===== src/core/chan_cfg_pkg.sv =====
package chan_cfg_pkg;
   localparam int ADDR_W = 8;
   localparam int DATA_W = 16;
   // device register addresses on the link
   localparam logic [7:0] ADDR_SWAP  = 8'h10;
   localparam logic [7:0] ADDR_ACC   = 8'h11;
   localparam logic [7:0] ADDR_OUT   = 8'h12;
   localparam logic [7:0] ADDR_SYNC  = 8'h13;
   localparam logic [7:0] ADDR_CLK   = 8'h14;
   localparam logic [7:0] ADDR_FMT   = 8'h1E;
   localparam logic [7:0] ADDR_CKSUM = 8'h1F;
   // implemented bits per register, others read as zero
   localparam logic [15:0] MASK_SWAP = 16'h1FFF;
   localparam logic [15:0] MASK_ACC  = 16'h07FF;
   localparam logic [15:0] MASK_OUT  = 16'h00FF;
   localparam logic [15:0] MASK_SYNC = 16'hFFFF;
   localparam logic [15:0] MASK_CLK  = 16'h77FF;
   localparam logic [15:0] MASK_FMT  = 16'h7BFF;
   // reset values
   localparam logic [15:0] RST_SWAP = 16'h0000;
   localparam logic [15:0] RST_ACC  = 16'h0000;
   localparam logic [15:0] RST_OUT  = 16'h0000;
   localparam logic [15:0] RST_SYNC = 16'h0000;
   localparam logic [15:0] RST_CLK  = 16'h7000;
   localparam logic [15:0] RST_FMT  = 16'h0000;
   // field positions
   localparam int SWAP_WA_LSB = 0;
   localparam int SWAP_RA_LSB = 4;
   localparam int SWAP_XMT    = 8;
   localparam int SWAP_CMPLX  = 9;
   localparam int FILT_FB     = 10;
   localparam int DL_FB       = 11;
   localparam int DLY_TRIM    = 12;
   localparam int ACC_DLY_LSB = 0;
   localparam int ACC_CNT_LSB = 4;
   localparam int ACC_ZDLY    = 8;
   localparam int ACC_BYP     = 9;
   localparam int ACC_ENRAM   = 10;
   localparam int OSH_LSB     = 0;
   localparam int OUT_XENQ    = 3;
   localparam int OUT_XENI    = 4;
   localparam int OUT_RND     = 6;
   localparam int OUT_CMPLX   = 7;
   localparam int CLK_CNT_LSB = 0;
   localparam int CLK_CNT_EN  = 8;
   localparam int SYNC_EN     = 10;
   localparam int FMT_PIN_LSB = 0;
   localparam int FMT_BIT_LSB = 3;
   localparam int FMT_IQMUX   = 8;
   localparam int FMT_PWRDN   = 9;
   localparam int FMT_TDM     = 11;
   localparam int FMT_PWRTEST = 12;
   localparam int FMT_PAT_LSB = 13;
   // pattern source codes
   localparam logic [1:0] PAT_OFF   = 2'h0;
   localparam logic [1:0] PAT_RAND  = 2'h1;
   localparam logic [1:0] PAT_CONST = 2'h2;
   localparam logic [1:0] PAT_RINV  = 2'h3;
   localparam logic [15:0] PAT_CONST_VAL = 16'h4000;
   localparam logic [15:0] PAT_INV_MASK  = 16'h4000;
   localparam logic [15:0] LFSR_SEED     = 16'hACE1;
   // active pin codes
   localparam logic [2:0] PINS_4  = 3'h1;
   localparam logic [2:0] PINS_8  = 3'h2;
   localparam logic [2:0] PINS_16 = 3'h4;
   // host APB register offsets
   localparam logic [7:0] APB_CMD    = 8'h00;
   localparam logic [7:0] APB_WDATA  = 8'h04;
   localparam logic [7:0] APB_GO     = 8'h08;
   localparam logic [7:0] APB_STATUS = 8'h0C;
   localparam logic [7:0] APB_SAMPLE = 8'h10;
   localparam int CMD_WRITE = 8;
endpackage


===== src/core/chan_link.sv =====
`timescale 1ns/10ps
`default_nettype none
interface chan_link;
   logic        req;
   logic        we;
   logic [7:0]  addr;
   logic [15:0] wdata;
   logic [15:0] rdata;
   logic        ack;
   logic [15:0] fmt_data;
   logic        fmt_valid;
   logic        fmt_first;
   modport dev (input req, we, addr, wdata, output rdata, ack, fmt_data, fmt_valid, fmt_first);
   modport ctl (output req, we, addr, wdata, input rdata, ack, fmt_data, fmt_valid, fmt_first);
endinterface
`default_nettype wire


===== src/core/chan_cfg_device.sv =====
// Summary of operation
// - pin code 1/2/4 gives 4/8/16 MSB pins
// - word code selects 4 to 20 bit words
// - formatter sends I and Q, or I only
// - power-down halts the output formatter
// - TDM shares pins between channels in turn
// - software keeps all channels' formatters consistent
// - power meter test bit resets to zero
// - pattern source off, random, 0x4000, random with bit 14 inverted
// - read-only 16-bit receive checksum
// - delay-line write/read four-bit down-counters
// - swap RAM transmit, complex, broadcast bits
// - filter forward broadcast enable bit
// - trim shortens data-valid delay when bypassed
// - accumulator delay and partial-product count fields
// - bypass passes partial sums, count zero
// - accumulate RAM off with zero delay
// - output shift raises filter gain
// - software sets transmit enables per mode
// - rounding to 20 or 18 bits
// - complex output bit of the filter
// - periodic resync counter with enable
// - filter clocks gated per CIC sample
//
// Register access over APB is this design's own decision.
`timescale 1ns/10ps
`default_nettype none
module chan_cfg_device
   import chan_cfg_pkg::*;
#(
   parameter int NUM_CHAN = 4
) (
   input  wire logic        pclk,            // core clock
   input  wire logic        presetn,         // async reset, active low
   chan_link.dev            link,            // register port and sample output
   input  wire logic [19:0] sample_i,        // receive in-phase sample
   input  wire logic [19:0] sample_q,        // receive quadrature sample
   input  wire logic        sample_valid,    // CIC sample strobe
   input  wire logic        cic_bypass,      // CIC is bypassed
   input  wire logic [23:0] partial_in,      // partial sum from filter cells
   input  wire logic        partial_valid,   // partial sum strobe
   output logic      [15:0] tx_pattern,      // transmit test pattern
   output logic             pwr_meter_test,  // power meter test mode
   output logic      [3:0]  dl_wr_addr,      // delay-line write down-counter
   output logic      [3:0]  dl_rd_addr,      // delay-line read down-counter
   output logic             dl_xmt,          // swap RAM in transmit
   output logic             dl_cmplx,        // swap RAM expects complex
   output logic             delay_line_forward_bcast, // swap RAM broadcast
   output logic             filter_forward_bcast,     // filter cell broadcast
   output logic             fir_data_valid,  // CIC to filter data valid
   output logic      [3:0]  acc_delay,       // accumulator delay minus one
   output logic             partial_sum_zero_delay,   // no accumulator delay
   output logic             acc_ram_en,      // accumulate RAM enable
   output logic      [19:0] filt_out,        // scaled, rounded filter output
   output logic             filt_out_valid,  // filter output strobe
   output logic             filt_cmplx,      // filter output is complex
   output logic             filt_tx_en_i,    // transmit enable i
   output logic             filt_tx_en_q,    // transmit enable q
   output logic             fir_resync,      // periodic resync pulse
   output logic             fir_clk_gate_en  // filter clock enable
);
   import chan_cfg_pkg::*;

   logic [15:0] swap_reg, acc_reg, out_reg, sync_reg, clk_reg, fmt_reg, cksum_reg;
   logic [15:0] rdata_reg, fmt_data_reg, lfsr_reg, pat_reg;
   logic        ack_reg, fmt_valid_reg, fmt_first_reg;
   logic        take, wr;
   logic [15:0] rd_mux;

   assign take = link.req && !ack_reg;
   assign wr   = take && link.we;

   always_ff @(posedge pclk or negedge presetn)
   begin
      if (!presetn)
      begin
         swap_reg <= RST_SWAP;
         acc_reg  <= RST_ACC;
         out_reg  <= RST_OUT;
         sync_reg <= RST_SYNC;
         clk_reg  <= RST_CLK;
         fmt_reg  <= RST_FMT;
      end
      else if (wr)
      begin
         case (link.addr)
            ADDR_SWAP: swap_reg <= link.wdata & MASK_SWAP;
            ADDR_ACC:  acc_reg  <= link.wdata & MASK_ACC;
            ADDR_OUT:  out_reg  <= link.wdata & MASK_OUT;
            ADDR_SYNC: sync_reg <= link.wdata & MASK_SYNC;
            ADDR_CLK:  clk_reg  <= link.wdata & MASK_CLK;
            ADDR_FMT:  fmt_reg  <= link.wdata & MASK_FMT;
            default:   ;
         endcase
      end
   end

   always_comb
   begin
      case (link.addr)
         ADDR_SWAP:  rd_mux = swap_reg;
         ADDR_ACC:   rd_mux = acc_reg;
         ADDR_OUT:   rd_mux = out_reg;
         ADDR_SYNC:  rd_mux = sync_reg;
         ADDR_CLK:   rd_mux = clk_reg;
         ADDR_FMT:   rd_mux = fmt_reg;
         ADDR_CKSUM: rd_mux = cksum_reg;
         default:    rd_mux = 16'h0000;
      endcase
   end

   // ack follows a taken request by one cycle; the far end drops req on seeing it
   always_ff @(posedge pclk or negedge presetn)
   begin
      if (!presetn)
      begin
         ack_reg   <= 1'b0;
         rdata_reg <= 16'h0000;
      end
      else
      begin
         ack_reg <= take;
         if (take)
            rdata_reg <= rd_mux;
      end
   end

   // checksum restarts on each formatter write, a write to it is ignored
   always_ff @(posedge pclk or negedge presetn)
   begin
      if (!presetn)
         cksum_reg <= 16'h0000;
      else if (wr && link.addr == ADDR_FMT)
         cksum_reg <= 16'h0000;
      else if (sample_valid)
         cksum_reg <= {cksum_reg[14:0], cksum_reg[15]} ^ sample_i[19:4] ^ sample_q[19:4];
   end

   // transmit pattern generator
   always_ff @(posedge pclk or negedge presetn)
   begin
      if (!presetn)
      begin
         lfsr_reg <= LFSR_SEED;
         pat_reg  <= 16'h0000;
      end
      else
      begin
         lfsr_reg <= {lfsr_reg[14:0], lfsr_reg[15] ^ lfsr_reg[13] ^ lfsr_reg[12] ^ lfsr_reg[10]};
         case (fmt_reg[FMT_PAT_LSB +: 2])
            PAT_OFF:   pat_reg <= 16'h0000;
            PAT_RAND:  pat_reg <= lfsr_reg;
            PAT_CONST: pat_reg <= PAT_CONST_VAL;
            PAT_RINV:  pat_reg <= lfsr_reg ^ PAT_INV_MASK;
            default:   pat_reg <= 16'h0000;
         endcase
      end
   end

   // receive output formatter
   typedef enum logic [1:0] {F_IDLE, F_I, F_Q, F_GAP} fmt_state_t;
   fmt_state_t  fst_reg;
   logic [19:0] shreg_reg, q_hold_reg, keep_mask;
   logic [4:0]  word_bits, pins, beats, beat_reg;
   logic [2:0]  pin_shift;
   logic [7:0]  gap_reg;
   logic [15:0] pin_mask;

   always_comb
   begin
      case (fmt_reg[FMT_PIN_LSB +: 3])
         PINS_4:  begin pins = 5'd4;  pin_shift = 3'd2; pin_mask = 16'hF000; end
         PINS_8:  begin pins = 5'd8;  pin_shift = 3'd3; pin_mask = 16'hFF00; end
         default: begin pins = 5'd16; pin_shift = 3'd4; pin_mask = 16'hFFFF; end
      endcase
      case (fmt_reg[FMT_BIT_LSB +: 5])
         5'h01:   word_bits = 5'd4;
         5'h02:   word_bits = 5'd8;
         5'h04:   word_bits = 5'd12;
         5'h08:   word_bits = 5'd16;
         default: word_bits = 5'd20;
      endcase
      // widened first: 20 bits on 16 pins would wrap a 5-bit sum to zero beats
      beats     = 5'((6'(word_bits) + 6'(pins) - 6'd1) >> pin_shift);
      keep_mask = ~(20'hFFFFF >> word_bits);
   end

   always_ff @(posedge pclk or negedge presetn)
   begin
      if (!presetn)
      begin
         fst_reg       <= F_IDLE;
         shreg_reg     <= 20'h00000;
         q_hold_reg    <= 20'h00000;
         beat_reg      <= 5'd0;
         gap_reg       <= 8'h00;
         fmt_data_reg  <= 16'h0000;
         fmt_valid_reg <= 1'b0;
         fmt_first_reg <= 1'b0;
      end
      else if (fmt_reg[FMT_PWRDN])
      begin
         fst_reg       <= F_IDLE;
         fmt_valid_reg <= 1'b0;
         fmt_first_reg <= 1'b0;
         fmt_data_reg  <= 16'h0000;
      end
      else
      begin
         fmt_valid_reg <= 1'b0;
         fmt_first_reg <= 1'b0;
         fmt_data_reg  <= 16'h0000;
         case (fst_reg)
            F_IDLE:
               if (sample_valid)
               begin
                  shreg_reg  <= sample_i & keep_mask;
                  q_hold_reg <= sample_q & keep_mask;
                  beat_reg   <= beats;
                  fst_reg    <= F_I;
                  fmt_first_reg <= 1'b1;
               end
            F_I, F_Q:
            begin
               fmt_valid_reg <= 1'b1;
               fmt_data_reg  <= shreg_reg[19:4] & pin_mask;
               shreg_reg     <= 20'(shreg_reg << pins);
               beat_reg      <= beat_reg - 5'd1;
               if (beat_reg == 5'd1)
               begin
                  if (fst_reg == F_I && fmt_reg[FMT_IQMUX])
                  begin
                     shreg_reg <= q_hold_reg;
                     beat_reg  <= beats;
                     fst_reg   <= F_Q;
                  end
                  else if (fmt_reg[FMT_TDM])
                  begin
                     gap_reg <= 8'((NUM_CHAN - 1) * beats * (fmt_reg[FMT_IQMUX] ? 2 : 1));
                     fst_reg <= F_GAP;
                  end
                  else
                     fst_reg <= F_IDLE;
               end
               if (beat_reg == beats && fst_reg == F_I)
                  fmt_first_reg <= 1'b0;
            end
            F_GAP:
            begin
               gap_reg <= gap_reg - 8'h01;
               if (gap_reg <= 8'h01)
                  fst_reg <= F_IDLE;
            end
            default: fst_reg <= F_IDLE;
         endcase
      end
   end

   assign link.rdata     = rdata_reg;
   assign link.ack       = ack_reg;
   assign link.fmt_data  = fmt_data_reg;
   assign link.fmt_valid = fmt_valid_reg;
   assign link.fmt_first = fmt_first_reg;
   assign tx_pattern     = pat_reg;
   assign pwr_meter_test = fmt_reg[FMT_PWRTEST];

   // swap RAM and static filter controls come straight from the bank
   assign dl_xmt                   = swap_reg[SWAP_XMT];
   assign dl_cmplx                 = swap_reg[SWAP_CMPLX];
   assign delay_line_forward_bcast = swap_reg[DL_FB];
   assign filter_forward_bcast     = swap_reg[FILT_FB];
   assign acc_delay                = acc_reg[ACC_DLY_LSB +: 4];
   assign partial_sum_zero_delay   = acc_reg[ACC_ZDLY];
   assign acc_ram_en               = acc_reg[ACC_ENRAM];
   assign filt_cmplx               = out_reg[OUT_CMPLX];
   assign filt_tx_en_i             = out_reg[OUT_XENI];
   assign filt_tx_en_q             = out_reg[OUT_XENQ];

   logic [3:0] wa_reg, ra_reg;
   logic       dv_pipe_reg, dv_reg;
   always_ff @(posedge pclk or negedge presetn)
   begin
      if (!presetn)
      begin
         wa_reg      <= 4'h0;
         ra_reg      <= 4'h0;
         dv_pipe_reg <= 1'b0;
         dv_reg      <= 1'b0;
      end
      else
      begin
         if (sample_valid)
         begin
            wa_reg <= (wa_reg == 4'h0) ? swap_reg[SWAP_WA_LSB +: 4] : wa_reg - 4'h1;
            ra_reg <= (ra_reg == 4'h0) ? swap_reg[SWAP_RA_LSB +: 4] : ra_reg - 4'h1;
         end
         dv_pipe_reg <= sample_valid;
         dv_reg      <= (swap_reg[DLY_TRIM] && cic_bypass) ? sample_valid : dv_pipe_reg;
      end
   end
   assign dl_wr_addr     = wa_reg;
   assign dl_rd_addr     = ra_reg;
   assign fir_data_valid = dv_reg;

   // accumulator, shift and rounding; overflow of the shift wraps
   logic [23:0] acc_sum_reg, acc_total, shifted;
   logic [3:0]  acc_n_reg;
   logic [19:0] filt_reg;
   logic        filt_v_reg;
   assign acc_total = acc_reg[ACC_BYP] ? partial_in : 24'(acc_sum_reg + partial_in);
   assign shifted   = 24'(acc_total << out_reg[OSH_LSB +: 3]);
   always_ff @(posedge pclk or negedge presetn)
   begin
      if (!presetn)
      begin
         acc_sum_reg <= 24'h000000;
         acc_n_reg   <= 4'h0;
         filt_reg    <= 20'h00000;
         filt_v_reg  <= 1'b0;
      end
      else
      begin
         filt_v_reg <= 1'b0;
         if (partial_valid)
         begin
            if (acc_reg[ACC_BYP] || (acc_n_reg + 4'h1) >= acc_reg[ACC_CNT_LSB +: 4])
            begin
               acc_sum_reg <= 24'h000000;
               acc_n_reg   <= 4'h0;
               filt_v_reg  <= 1'b1;
               if (out_reg[OUT_RND])
                  filt_reg <= 20'((shifted + 24'h000008) >> 4);
               else
                  filt_reg <= {18'((shifted + 24'h000020) >> 6), 2'b00};
            end
            else
            begin
               acc_sum_reg <= acc_total;
               acc_n_reg   <= acc_n_reg + 4'h1;
            end
         end
      end
   end
   assign filt_out       = filt_reg;
   assign filt_out_valid = filt_v_reg;

   // resync counter and clock gating
   logic [15:0] sync_cnt_reg;
   logic        resync_reg, gate_reg;
   logic [7:0]  gate_cnt_reg;
   always_ff @(posedge pclk or negedge presetn)
   begin
      if (!presetn)
      begin
         sync_cnt_reg <= 16'h0000;
         resync_reg   <= 1'b0;
         gate_cnt_reg <= 8'h00;
         gate_reg     <= 1'b1;
      end
      else
      begin
         resync_reg <= 1'b0;
         if (!clk_reg[SYNC_EN])
            sync_cnt_reg <= sync_reg;
         else if (sync_cnt_reg == 16'h0000)
         begin
            sync_cnt_reg <= sync_reg;
            resync_reg   <= 1'b1;
         end
         else
            sync_cnt_reg <= sync_cnt_reg - 16'h0001;
         if (sample_valid)
            gate_cnt_reg <= 8'h00;
         else if (gate_cnt_reg != 8'hFF)
            gate_cnt_reg <= gate_cnt_reg + 8'h01;
         gate_reg <= !clk_reg[CLK_CNT_EN] || sample_valid
                     || (gate_cnt_reg < clk_reg[CLK_CNT_LSB +: 8]);
      end
   end
   assign fir_resync      = resync_reg;
   assign fir_clk_gate_en = gate_reg;
endmodule
`default_nettype wire


===== src/flat_wrapper.sv =====
// flat-port wrapper written by rule: the top's interface ports become plain ports
module chan_cfg_device_flat import chan_cfg_pkg::*;
#(
   parameter int NUM_CHAN = 4
)
  (pclk, presetn, sample_i, sample_q, sample_valid, cic_bypass, partial_in, partial_valid, tx_pattern, pwr_meter_test, dl_wr_addr, dl_rd_addr, dl_xmt, dl_cmplx, delay_line_forward_bcast, filter_forward_bcast, fir_data_valid, acc_delay, partial_sum_zero_delay, acc_ram_en, filt_out, filt_out_valid, filt_cmplx, filt_tx_en_i, filt_tx_en_q, fir_resync, fir_clk_gate_en, link_req, link_we, link_addr, link_wdata, link_rdata, link_ack, link_fmt_data, link_fmt_valid, link_fmt_first);
  chan_link link_i ();
  input  wire logic pclk;
  input  wire logic presetn;
  input  wire logic [19:0] sample_i;
  input  wire logic [19:0] sample_q;
  input  wire logic sample_valid;
  input  wire logic cic_bypass;
  input  wire logic [23:0] partial_in;
  input  wire logic partial_valid;
  output logic      [15:0] tx_pattern;
  output logic pwr_meter_test;
  output logic      [3:0] dl_wr_addr;
  output logic      [3:0] dl_rd_addr;
  output logic dl_xmt;
  output logic dl_cmplx;
  output logic delay_line_forward_bcast;
  output logic filter_forward_bcast;
  output logic fir_data_valid;
  output logic      [3:0] acc_delay;
  output logic partial_sum_zero_delay;
  output logic acc_ram_en;
  output logic      [19:0] filt_out;
  output logic filt_out_valid;
  output logic filt_cmplx;
  output logic filt_tx_en_i;
  output logic filt_tx_en_q;
  output logic fir_resync;
  output logic fir_clk_gate_en;
  input wire logic [$bits(link_i.req)-1:0] link_req;
  input wire logic [$bits(link_i.we)-1:0] link_we;
  input wire logic [$bits(link_i.addr)-1:0] link_addr;
  input wire logic [$bits(link_i.wdata)-1:0] link_wdata;
  output wire logic [$bits(link_i.rdata)-1:0] link_rdata;
  output wire logic [$bits(link_i.ack)-1:0] link_ack;
  output wire logic [$bits(link_i.fmt_data)-1:0] link_fmt_data;
  output wire logic [$bits(link_i.fmt_valid)-1:0] link_fmt_valid;
  output wire logic [$bits(link_i.fmt_first)-1:0] link_fmt_first;
  assign link_i.req = link_req;
  assign link_i.we = link_we;
  assign link_i.addr = link_addr;
  assign link_i.wdata = link_wdata;
  assign link_rdata = link_i.rdata;
  assign link_ack = link_i.ack;
  assign link_fmt_data = link_i.fmt_data;
  assign link_fmt_valid = link_i.fmt_valid;
  assign link_fmt_first = link_i.fmt_first;
  chan_cfg_device #(.NUM_CHAN(NUM_CHAN)) u_core (.pclk(pclk), .presetn(presetn), .link(link_i), .sample_i(sample_i), .sample_q(sample_q), .sample_valid(sample_valid), .cic_bypass(cic_bypass), .partial_in(partial_in), .partial_valid(partial_valid), .tx_pattern(tx_pattern), .pwr_meter_test(pwr_meter_test), .dl_wr_addr(dl_wr_addr), .dl_rd_addr(dl_rd_addr), .dl_xmt(dl_xmt), .dl_cmplx(dl_cmplx), .delay_line_forward_bcast(delay_line_forward_bcast), .filter_forward_bcast(filter_forward_bcast), .fir_data_valid(fir_data_valid), .acc_delay(acc_delay), .partial_sum_zero_delay(partial_sum_zero_delay), .acc_ram_en(acc_ram_en), .filt_out(filt_out), .filt_out_valid(filt_out_valid), .filt_cmplx(filt_cmplx), .filt_tx_en_i(filt_tx_en_i), .filt_tx_en_q(filt_tx_en_q), .fir_resync(fir_resync), .fir_clk_gate_en(fir_clk_gate_en));
endmodule

===== config.mk =====
export PLATFORM = sky130hd
export DESIGN_NAME = chan_cfg_device_flat
export DESIGN_NICKNAME = d
export VERILOG_FILES = /design/src/core/chan_cfg_pkg.sv /design/src/core/chan_link.sv /design/src/core/chan_cfg_device.sv /design/src/flat_wrapper.sv
export SDC_FILE = /design/constraint.sdc
export NUM_CORES = 1
export LEC_CHECK = 0
export ABC_AREA = 1
export BUFFER_PORTS_ARGS = -buffer_cell sky130_fd_sc_hd__buf_2
export CAP_MARGIN = 25
export CORE_MARGIN = 4
export CORE_UTILIZATION = 30
export DETAILED_ROUTE_END_ITERATION = 16
export PLACE_DENSITY_LB_ADDON = 0.08
export RECOVER_POWER = 25
export SLEW_MARGIN = 30
export SYNTH_ARGS = -nofsm -noshare
export SYNTH_HDL_FRONTEND = slang
export SYNTH_SLANG_ARGS = --single-unit

===== constraint.sdc =====
create_clock -name pclk -period 5.2 [get_ports pclk]
set_clock_uncertainty 0.15 [all_clocks]
set_input_delay 0.52 -clock pclk [delete_from_list [all_inputs] [get_ports pclk]]
set_output_delay 0.52 -clock pclk [all_outputs]
set_load 0.005 [all_outputs]

==> impl_results.md, run 1 <==
- Clock root cell: clkbuf_16
- Critical path launch point type: flop
- Initial antenna violation count: 6
- Fin crit period: 4650 ps
- Fin. Hold Viols: 0
- Layout Cell Area excl Fill: 0.0209 mm^2
- R2r worst-path depth: 30
- Crit. End Element: flop
- Fin Setup TNS: 0 ps
- Final worst slack: 547 ps
- Leakage: 10.6 nW
- Worst VDD drop: 0.198 mV
- Final ANT Viol Nets: 0
- Max Freq: 215 MHz
- Tightest Pin Transition: 2320 ps
- Netlist cell types: 61
- Placed cell area: 0.0196 mm^2
- CTS buffer count: 39
- Status: complete, but fails checks
- Largest family of logic cells by synthesized area: simple AND/OR/NAND/NOR gates
- Fin nets: 2697
- Total global-route track usage: 19.4%
- DRT Wirelength: 62500 um
- Die X: 251 um
- Mux cell area share after synthesis: 0.177%
- Top Family by Delay on Critical Path: adder cells
- Critical Path Stages: 30
- Critical Path RT: 5530 ps
- DP Wirelength: 47600 um
- Hold slack: 37.5 ps
- Max FFs per register: 24
- Detailed Route Iter0 Violations: 1079
- Synth Area in Simple Gates: 27.2%
- First-pass GRT wire length: 95800 um
- Area delta synth->final: 17.9%
- Synth Area in Adders: 4.58%
- Worst hold path type: primary input to flop
- Cell area power density: 378 mW/mm^2
- Failing checks: max-capacitance violations, max-slew violations
- Drt wl/cell: 18.7 um
- Net Sw Frac: 36.4%
- Critical path type: flop to flop
- Post-Place Setup Slack: 313 ps
- Total grt overflow: 0
- Seq pwr share: 35.2%
- Die height: 251 um
- YS warnings: 0
- Core ar.: 0.0580 mm^2
- DR DRC count: 0
- Vias in the first global route: 16.0k
- Post-synthesis xor/xnor area fraction: 2.92%
- # placed instances: 3259
- Cell repeated most along the worst path: inv_1
- IO Pins: 192
- CP Max Fanout: 4
- Crit-path max cell delay: 500 ps
- Final Instance Count excl. Fillers: 3335
- Slew Viols, Final: 142
- Syn Inst Count: 2352
- Largest net degree at the start of global routing: 97
- Initial Util: 30.5%
- CTS tree: yes
- NetSw: 2.87 mW
- Seq cells post-synth: 299
- Maximum root-to-sink buffer count: 3
- Fraction of layout instances using a drive strength above 1: 14.5%
- Post-synth top flop: dfrtp_1
- Sequential-to-total area share from yosys stat: 42.4%
- Util after Layout: 35.9%
- Worst Hold Depth: 3
- Internal Dissipation: 5.01 mW
- RSZ-0062 raised after global routing: false
- Tcrit/Tclk final: 89.5%
- Vias per cell: 4.85
- Max_cap viols: 3
- Mean area per synthesized cell: 7.52 um^2
- Die ar.: 0.0629 mm^2
- Clock group share of total power: 34.6%
- RePlAce Congestion: 0.880
- Clock latency on the worst-skew pair: 570 ps
- Buffers on Ports: 191
- # rows: 88
- Number of synthesized flops with an enable pin: 0
- Synthesized area: 0.0177 mm^2
- Tot Pwr: 7.88 mW
- Compound-gate portion of the synthesized area: 13.4%
- Async S/R FF share, synth: 100%
- # H-tree levels: 2
- Combinational Power Share: 30.2%
- Final setup fails: 0
- 1st-pass router iterations: 7
- Arrival time at the worst endpoint: 4980 ps
- Buf/Inv on CP: 11
- Sink Count: 299
- Routed via count: 16.2k
- Clk slew on worst S/H paths: 60 ps
- Crit-path slowest cell: fa_1
- Relative slew slack: -54.5%
-- cells in the mapped netlist (16+ instances only) --
library cell	number	area [um^2]
inv_2	16	60.1
dfrtp_1	287	7180
or2_2	19	119
ha_1	60	751
buf_2	16	80.1
xnor2_1	39	342
nand2_1	580	2180
o22ai_1	33	206
nor2_1	124	465
nand3_1	241	1210
nand4_1	19	119
o21ai_0	228	1140
xor2_1	20	175
a21oi_1	78	390
nor3_1	28	140
inv_1	315	1180
nand3_2	19	190
clkbuf_1	59	221
-- worst paths after layout --
check	from	to	slack (ps)
worst min-delay path	sample_q[0]	u_core.q_hold_reg[0]	40
worst max-delay path	u_core.fmt_reg[7]	u_core.gap_reg[7]	550
worst max register to register	u_core.fmt_reg[7]	u_core.gap_reg[7]	550
worst min register to register	u_core.lfsr_reg[6]	u_core.lfsr_reg[7]	220
min in group asynchronous	presetn	u_core.acc_sum_reg[1]	1000
max in group asynchronous	presetn	u_core.acc_reg[3]	1740
-- layer usage --
layer	up-vias	global-route usage [%]	routed length, um	part of all wire [%]
li1	8042	-	-	-
met1	7685	28.3	30100	48
met2	372	30.0	27400	44
met3	76	3.35	3410	5.5
met4	2	5.04	1490	2.4
met5	-	0	7	0.011
-- worst reg2reg max path, delay by kind of cell, from the launching register on --
kind / cells / cell delay, ps
flops: 1 / 400
compound gates: 4 / 550
buf+inv: 11 / 790
fa+ha+maj: 6 / 1610
simple gates: 9 / 1070
-- area by class of cell --
type                       instances  area, um^2
fill                            6198       37200
multi-input combinational       1628        8600
sequential                       299        7500
inverter                         340        1280
timing repair buffer             231        1230
clock buffer                      60        1140
tap                              765         957
clock inverter                     9         141
antenna                            3        7.51
-- cells in the final DEF, fill, tap and decap left out, drive strengths merged, types with 20 or more instances in the layout --
cell type / n
nand2: 595
xnor2: 39
nand3: 260
or2: 21
clkbuf: 83
inv: 332
ha: 60
a21oi: 80
buf: 205
nor3: 34
nor2: 137
o21ai: 232
dfrtp: 287
o22ai: 33
xor2: 20
-- repair_timing --
action                                  CTS  global route
buffers inserted                          0             1
endpoints found under the hold margin    80             0
hold buffers                              3             0
resized for setup                         0             3
endpoints found under the setup margin    0             2
-- power by group through the flow --
stage	combinational (mW)	clock [mW]	sequential, mW
floorplan	1.61	0	2.78
global placement	2.38	0	2.81
detailed placement	2.40	0	2.81
CTS	2.41	2.82	2.77
global route	2.71	2.90	2.81
finish	2.38	2.72	2.77
-- logic make-up (layout without fill, tap and decap cells) --
family                     Yosys count  in the layout
buffers and inverters              426            640
and+or+nand+nor                   1079           1079
muxes                                3              3
other                                1              5
DFF                                299            299
adders and majority gates           63             63
xor gates and xnor gates            59             59
AOI/OAI and AO/OA                  422            422
(Power assumes the default switching activity.)
==> run 2: changes to the inputs <==
--- a/config.mk
+++ b/config.mk
@@ -6,7 +6,7 @@
 export NUM_CORES = 1
 export LEC_CHECK = 0
 export ABC_AREA = 1
-export BUFFER_PORTS_ARGS = -buffer_cell sky130_fd_sc_hd__buf_2
+export BUFFER_PORTS_ARGS = -buffer_cell sky130_fd_sc_hd__buf_4
 export CAP_MARGIN = 25
 export CORE_MARGIN = 4
 export CORE_UTILIZATION = 30
==> run 2 against run 1 <==
Routed wire length hardly changed. Sequential power about the same. Non-clock buffer count fell by 1. Combinational power increased by 3%. Clock power up 2%. Critical path depth unchanged. The flow still finishes with violations (max-capacitance violations, max-slew violations). Highest routed layer unchanged. Worst setup slack improved by 43 ps.
==> impl_results.md, run 2 (synthesized netlist as in run 1, its figures left out) <==
- Sink Count: 299 (unchanged)
- Routed via count: 16.3k (was 16.2k)
- Critical Path RT: 5530 ps (about the same)
- IO Pins: 192 (unchanged)
- Maximum root-to-sink buffer count: 3 (unchanged)
- Worst Setup SP: u_core.fmt_reg[7] (unchanged)
- FF-to-FF End: u_core.gap_reg[7] (unchanged)
- Commonest cells after routing, fill and taps aside: nand2_1 (579), inv_1 (315), dfrtp_1 (287), nand3_1 (241), o21ai_0 (228) (was nand2_1 (578), inv_1 (315), dfrtp_1 (287), nand3_1 (241), o21ai_0 (228))
- Worst hold path type: primary input to flop (unchanged)
- Final Instance Count excl. Fillers: 3332 (was 3335)
- Drt wl/cell: 18.7 um (about the same)
- Cell repeated most along the worst path: inv_1 (unchanged)
- Relative slew slack: -59.2% (was -54.5%)
- Tightest Pin Transition: 2390 ps (was 2320 ps)
- Die height: 251 um (unchanged)
- Crit-path slowest cell: fa_1 (unchanged)
- Fin Setup TNS: 0 ps (unchanged)
- Fin. Hold Viols: 0 (unchanged)
- Fraction of layout instances using a drive strength above 1: 15.3% (was 14.5%)
- Max Freq: 217 MHz (was 215 MHz)
- Die X: 251 um (unchanged)
- Vias per cell: 4.89 (was 4.85)
- CTS tree: yes (unchanged)
- Slew Viols, Final: 112 (was 142)
- Top Family by Delay on Critical Path: adder cells (unchanged)
- DP Wirelength: 47300 um (was 47600 um)
- DR DRC count: 0 (unchanged)
- RSZ-0062 raised after global routing: false (unchanged)
- Multi-input logic area: 0.00859 mm^2 (was 0.00860 mm^2)
- # H-tree levels: 2 (unchanged)
- GR met2 Demand/Resource: 30.8% (was 30.0%)
- Critical path type: flop to flop (unchanged)
- RePlAce Congestion: 0.851 (was 0.880)
- Tcrit/Tclk final: 88.7% (was 89.5%)
- Clk slew on worst S/H paths: 60 ps (about the same)
- Initial Util: 30.5% (unchanged)
- Total grt overflow: 0 (unchanged)
- Max_cap viols: 2 (was 3)
- # placed instances: 3256 (was 3259)
- Final setup fails: 0 (unchanged)
- Met1 Use GR: 28.1% (was 28.3%)
- Failing checks: max-capacitance violations, max-slew violations (unchanged)
- Status: complete, but fails checks (unchanged)
- Arrival time at the worst endpoint: 4940 ps (was 4980 ps)
- Core ar.: 0.0580 mm^2 (unchanged)
- Crit. End Element: flop (unchanged)
- Fin crit period: 4610 ps (was 4650 ps)
- Tot Pwr: 8.00 mW (was 7.88 mW)
- Initial antenna violation count: 1 (was 6)
- Worst VDD drop: 0.224 mV (was 0.198 mV)
- Critical path launch point type: flop (unchanged)
- 1st-pass router iterations: 7 (unchanged)
- Buf/Inv on CP: 11 (unchanged)
- Detailed Route Iter0 Violations: 1031 (was 1079)
- DRT Wirelength: 62500 um (about the same)
- Crit-path max cell delay: 510 ps (was 500 ps)
- Most common cell after layout, fill and taps aside: nand2_1 (unchanged)
- # rows: 88 (unchanged)
- Post-Place Setup Slack: 353 ps (was 313 ps)
- Worst Setup EP: u_core.gap_reg[7] (unchanged)
- Clock latency on the worst-skew pair: 570 ps (about the same)
- Util after Layout: 36.8% (was 35.9%)
- Area delta synth->final: 20.5% (was 17.9%)
- Met3 usage: 3.68% (was 3.35%)
- Register area: 0.00750 mm^2 (unchanged)
- Fillers: 6081 (was 6198)
- Total global-route track usage: 19.6% (was 19.4%)
- Hold path startpoint: sample_q[3] (was sample_q[0])
- Clock root cell: clkbuf_16 (unchanged)
- Fin nets: 2696 (was 2697)
- CTS buffer count: 39 (unchanged)
- CP Max Fanout: 4 (unchanged)
- Largest net degree at the start of global routing: 109 (was 97)
- R2r worst-path depth: 30 (unchanged)
- Vias in the first global route: 16.1k (was 16.0k)
- Buffers on Ports: 191 (unchanged)
- R2R Setup Slk: 590 ps (was 550 ps)
- Max FFs per register: 24 (unchanged)
- Critical Path Stages: 30 (unchanged)
- Die ar.: 0.0629 mm^2 (unchanged)
- Antenna Cells: 0 (was 3)
- Cell area power density: 375 mW/mm^2 (was 378 mW/mm^2)
- Final worst slack: 590 ps (was 547 ps)
- Leakage: 10.7 nW (was 10.6 nW)
- R2r startpoint: u_core.fmt_reg[7] (unchanged)
- First-pass GRT wire length: 97300 um (was 95800 um)
- Final ANT Viol Nets: 0 (unchanged)
- GR peak layer: met2 (unchanged)
==> run 2: worst min path at each step <==
stage                           endpoint  slack (ps)  cells after the start
floorplan            u_core.acc_n_reg[0]          70                      0
global placement      u_core.lfsr_reg[7]         210                      0
detailed placement    u_core.lfsr_reg[7]         210                      0
CTS                 u_core.q_hold_reg[3]         0.7                      3
global route        u_core.q_hold_reg[3]          20                      3
finish              u_core.q_hold_reg[3]          30                      3
==> run 2: what timing repair did <==
| action | CTS | global route |
|---|---|---|
| gates resized for setup | 0 | 2 |
| endpoints found under the setup margin | 0 | 3 |
| buffers inserted | 0 | 4 |
| hold buffers | 2 | 0 |
| hold endpoints to repair | 80 | 0 |
==> run 2: worst reg2reg max path: cells and delay by family, from the launching register on <==
kind | cells | cell delay (ps)
AO/OA/AOI/OAI | 4 | 530
adder cells (fa/ha/maj) | 6 | 1640
flip-flops | 1 | 390
AND/OR/NAND/NOR | 9 | 1070
buffers and inverters | 11 | 770
==> run 2: power by group <==
part	total (mW)	leakage, nW	internal [mW]	switching, mW
clock	2.77	0.647	1.66	1.11
sequential	2.79	3.87	2.59	0.195
combinational	2.44	6.22	0.868	1.57
total	8.00	10.7	5.12	2.88
==> run 2: area by class of cell <==
type / count / share of cell area (%)
clock buffers: 53 / 5.24
clock inverters: 17 / 0.862
inverters: 340 / 5.98
multi-input cells: 1628 / 40.3
flip-flops and latches: 299 / 35.2
well taps: 765 / 4.49
repair buffers: 230 / 8.01
==> run 2: through the flow <==
step / hold slack [ps] / instance area [um^2]
2_1_floorplan: 74.4 / 17700
3_3_place_gp: 208 / 20000
3_5_place_dp: 207 / 20000
4_1_cts: 0.661 / 21300
5_1_grt: 15.4 / 21300
6_report: 33.6 / 21300
==> run 2: per-layer routing <==
metal | share of wire [%] | vias up | wire length, um
li1 | - | 8053 | -
met1 | 48 | 7761 | 30100
met2 | 45 | 391 | 27800
met3 | 5.2 | 70 | 3250
met4 | 2.1 | 2 | 1290
met5 | 0.021 | - | 13
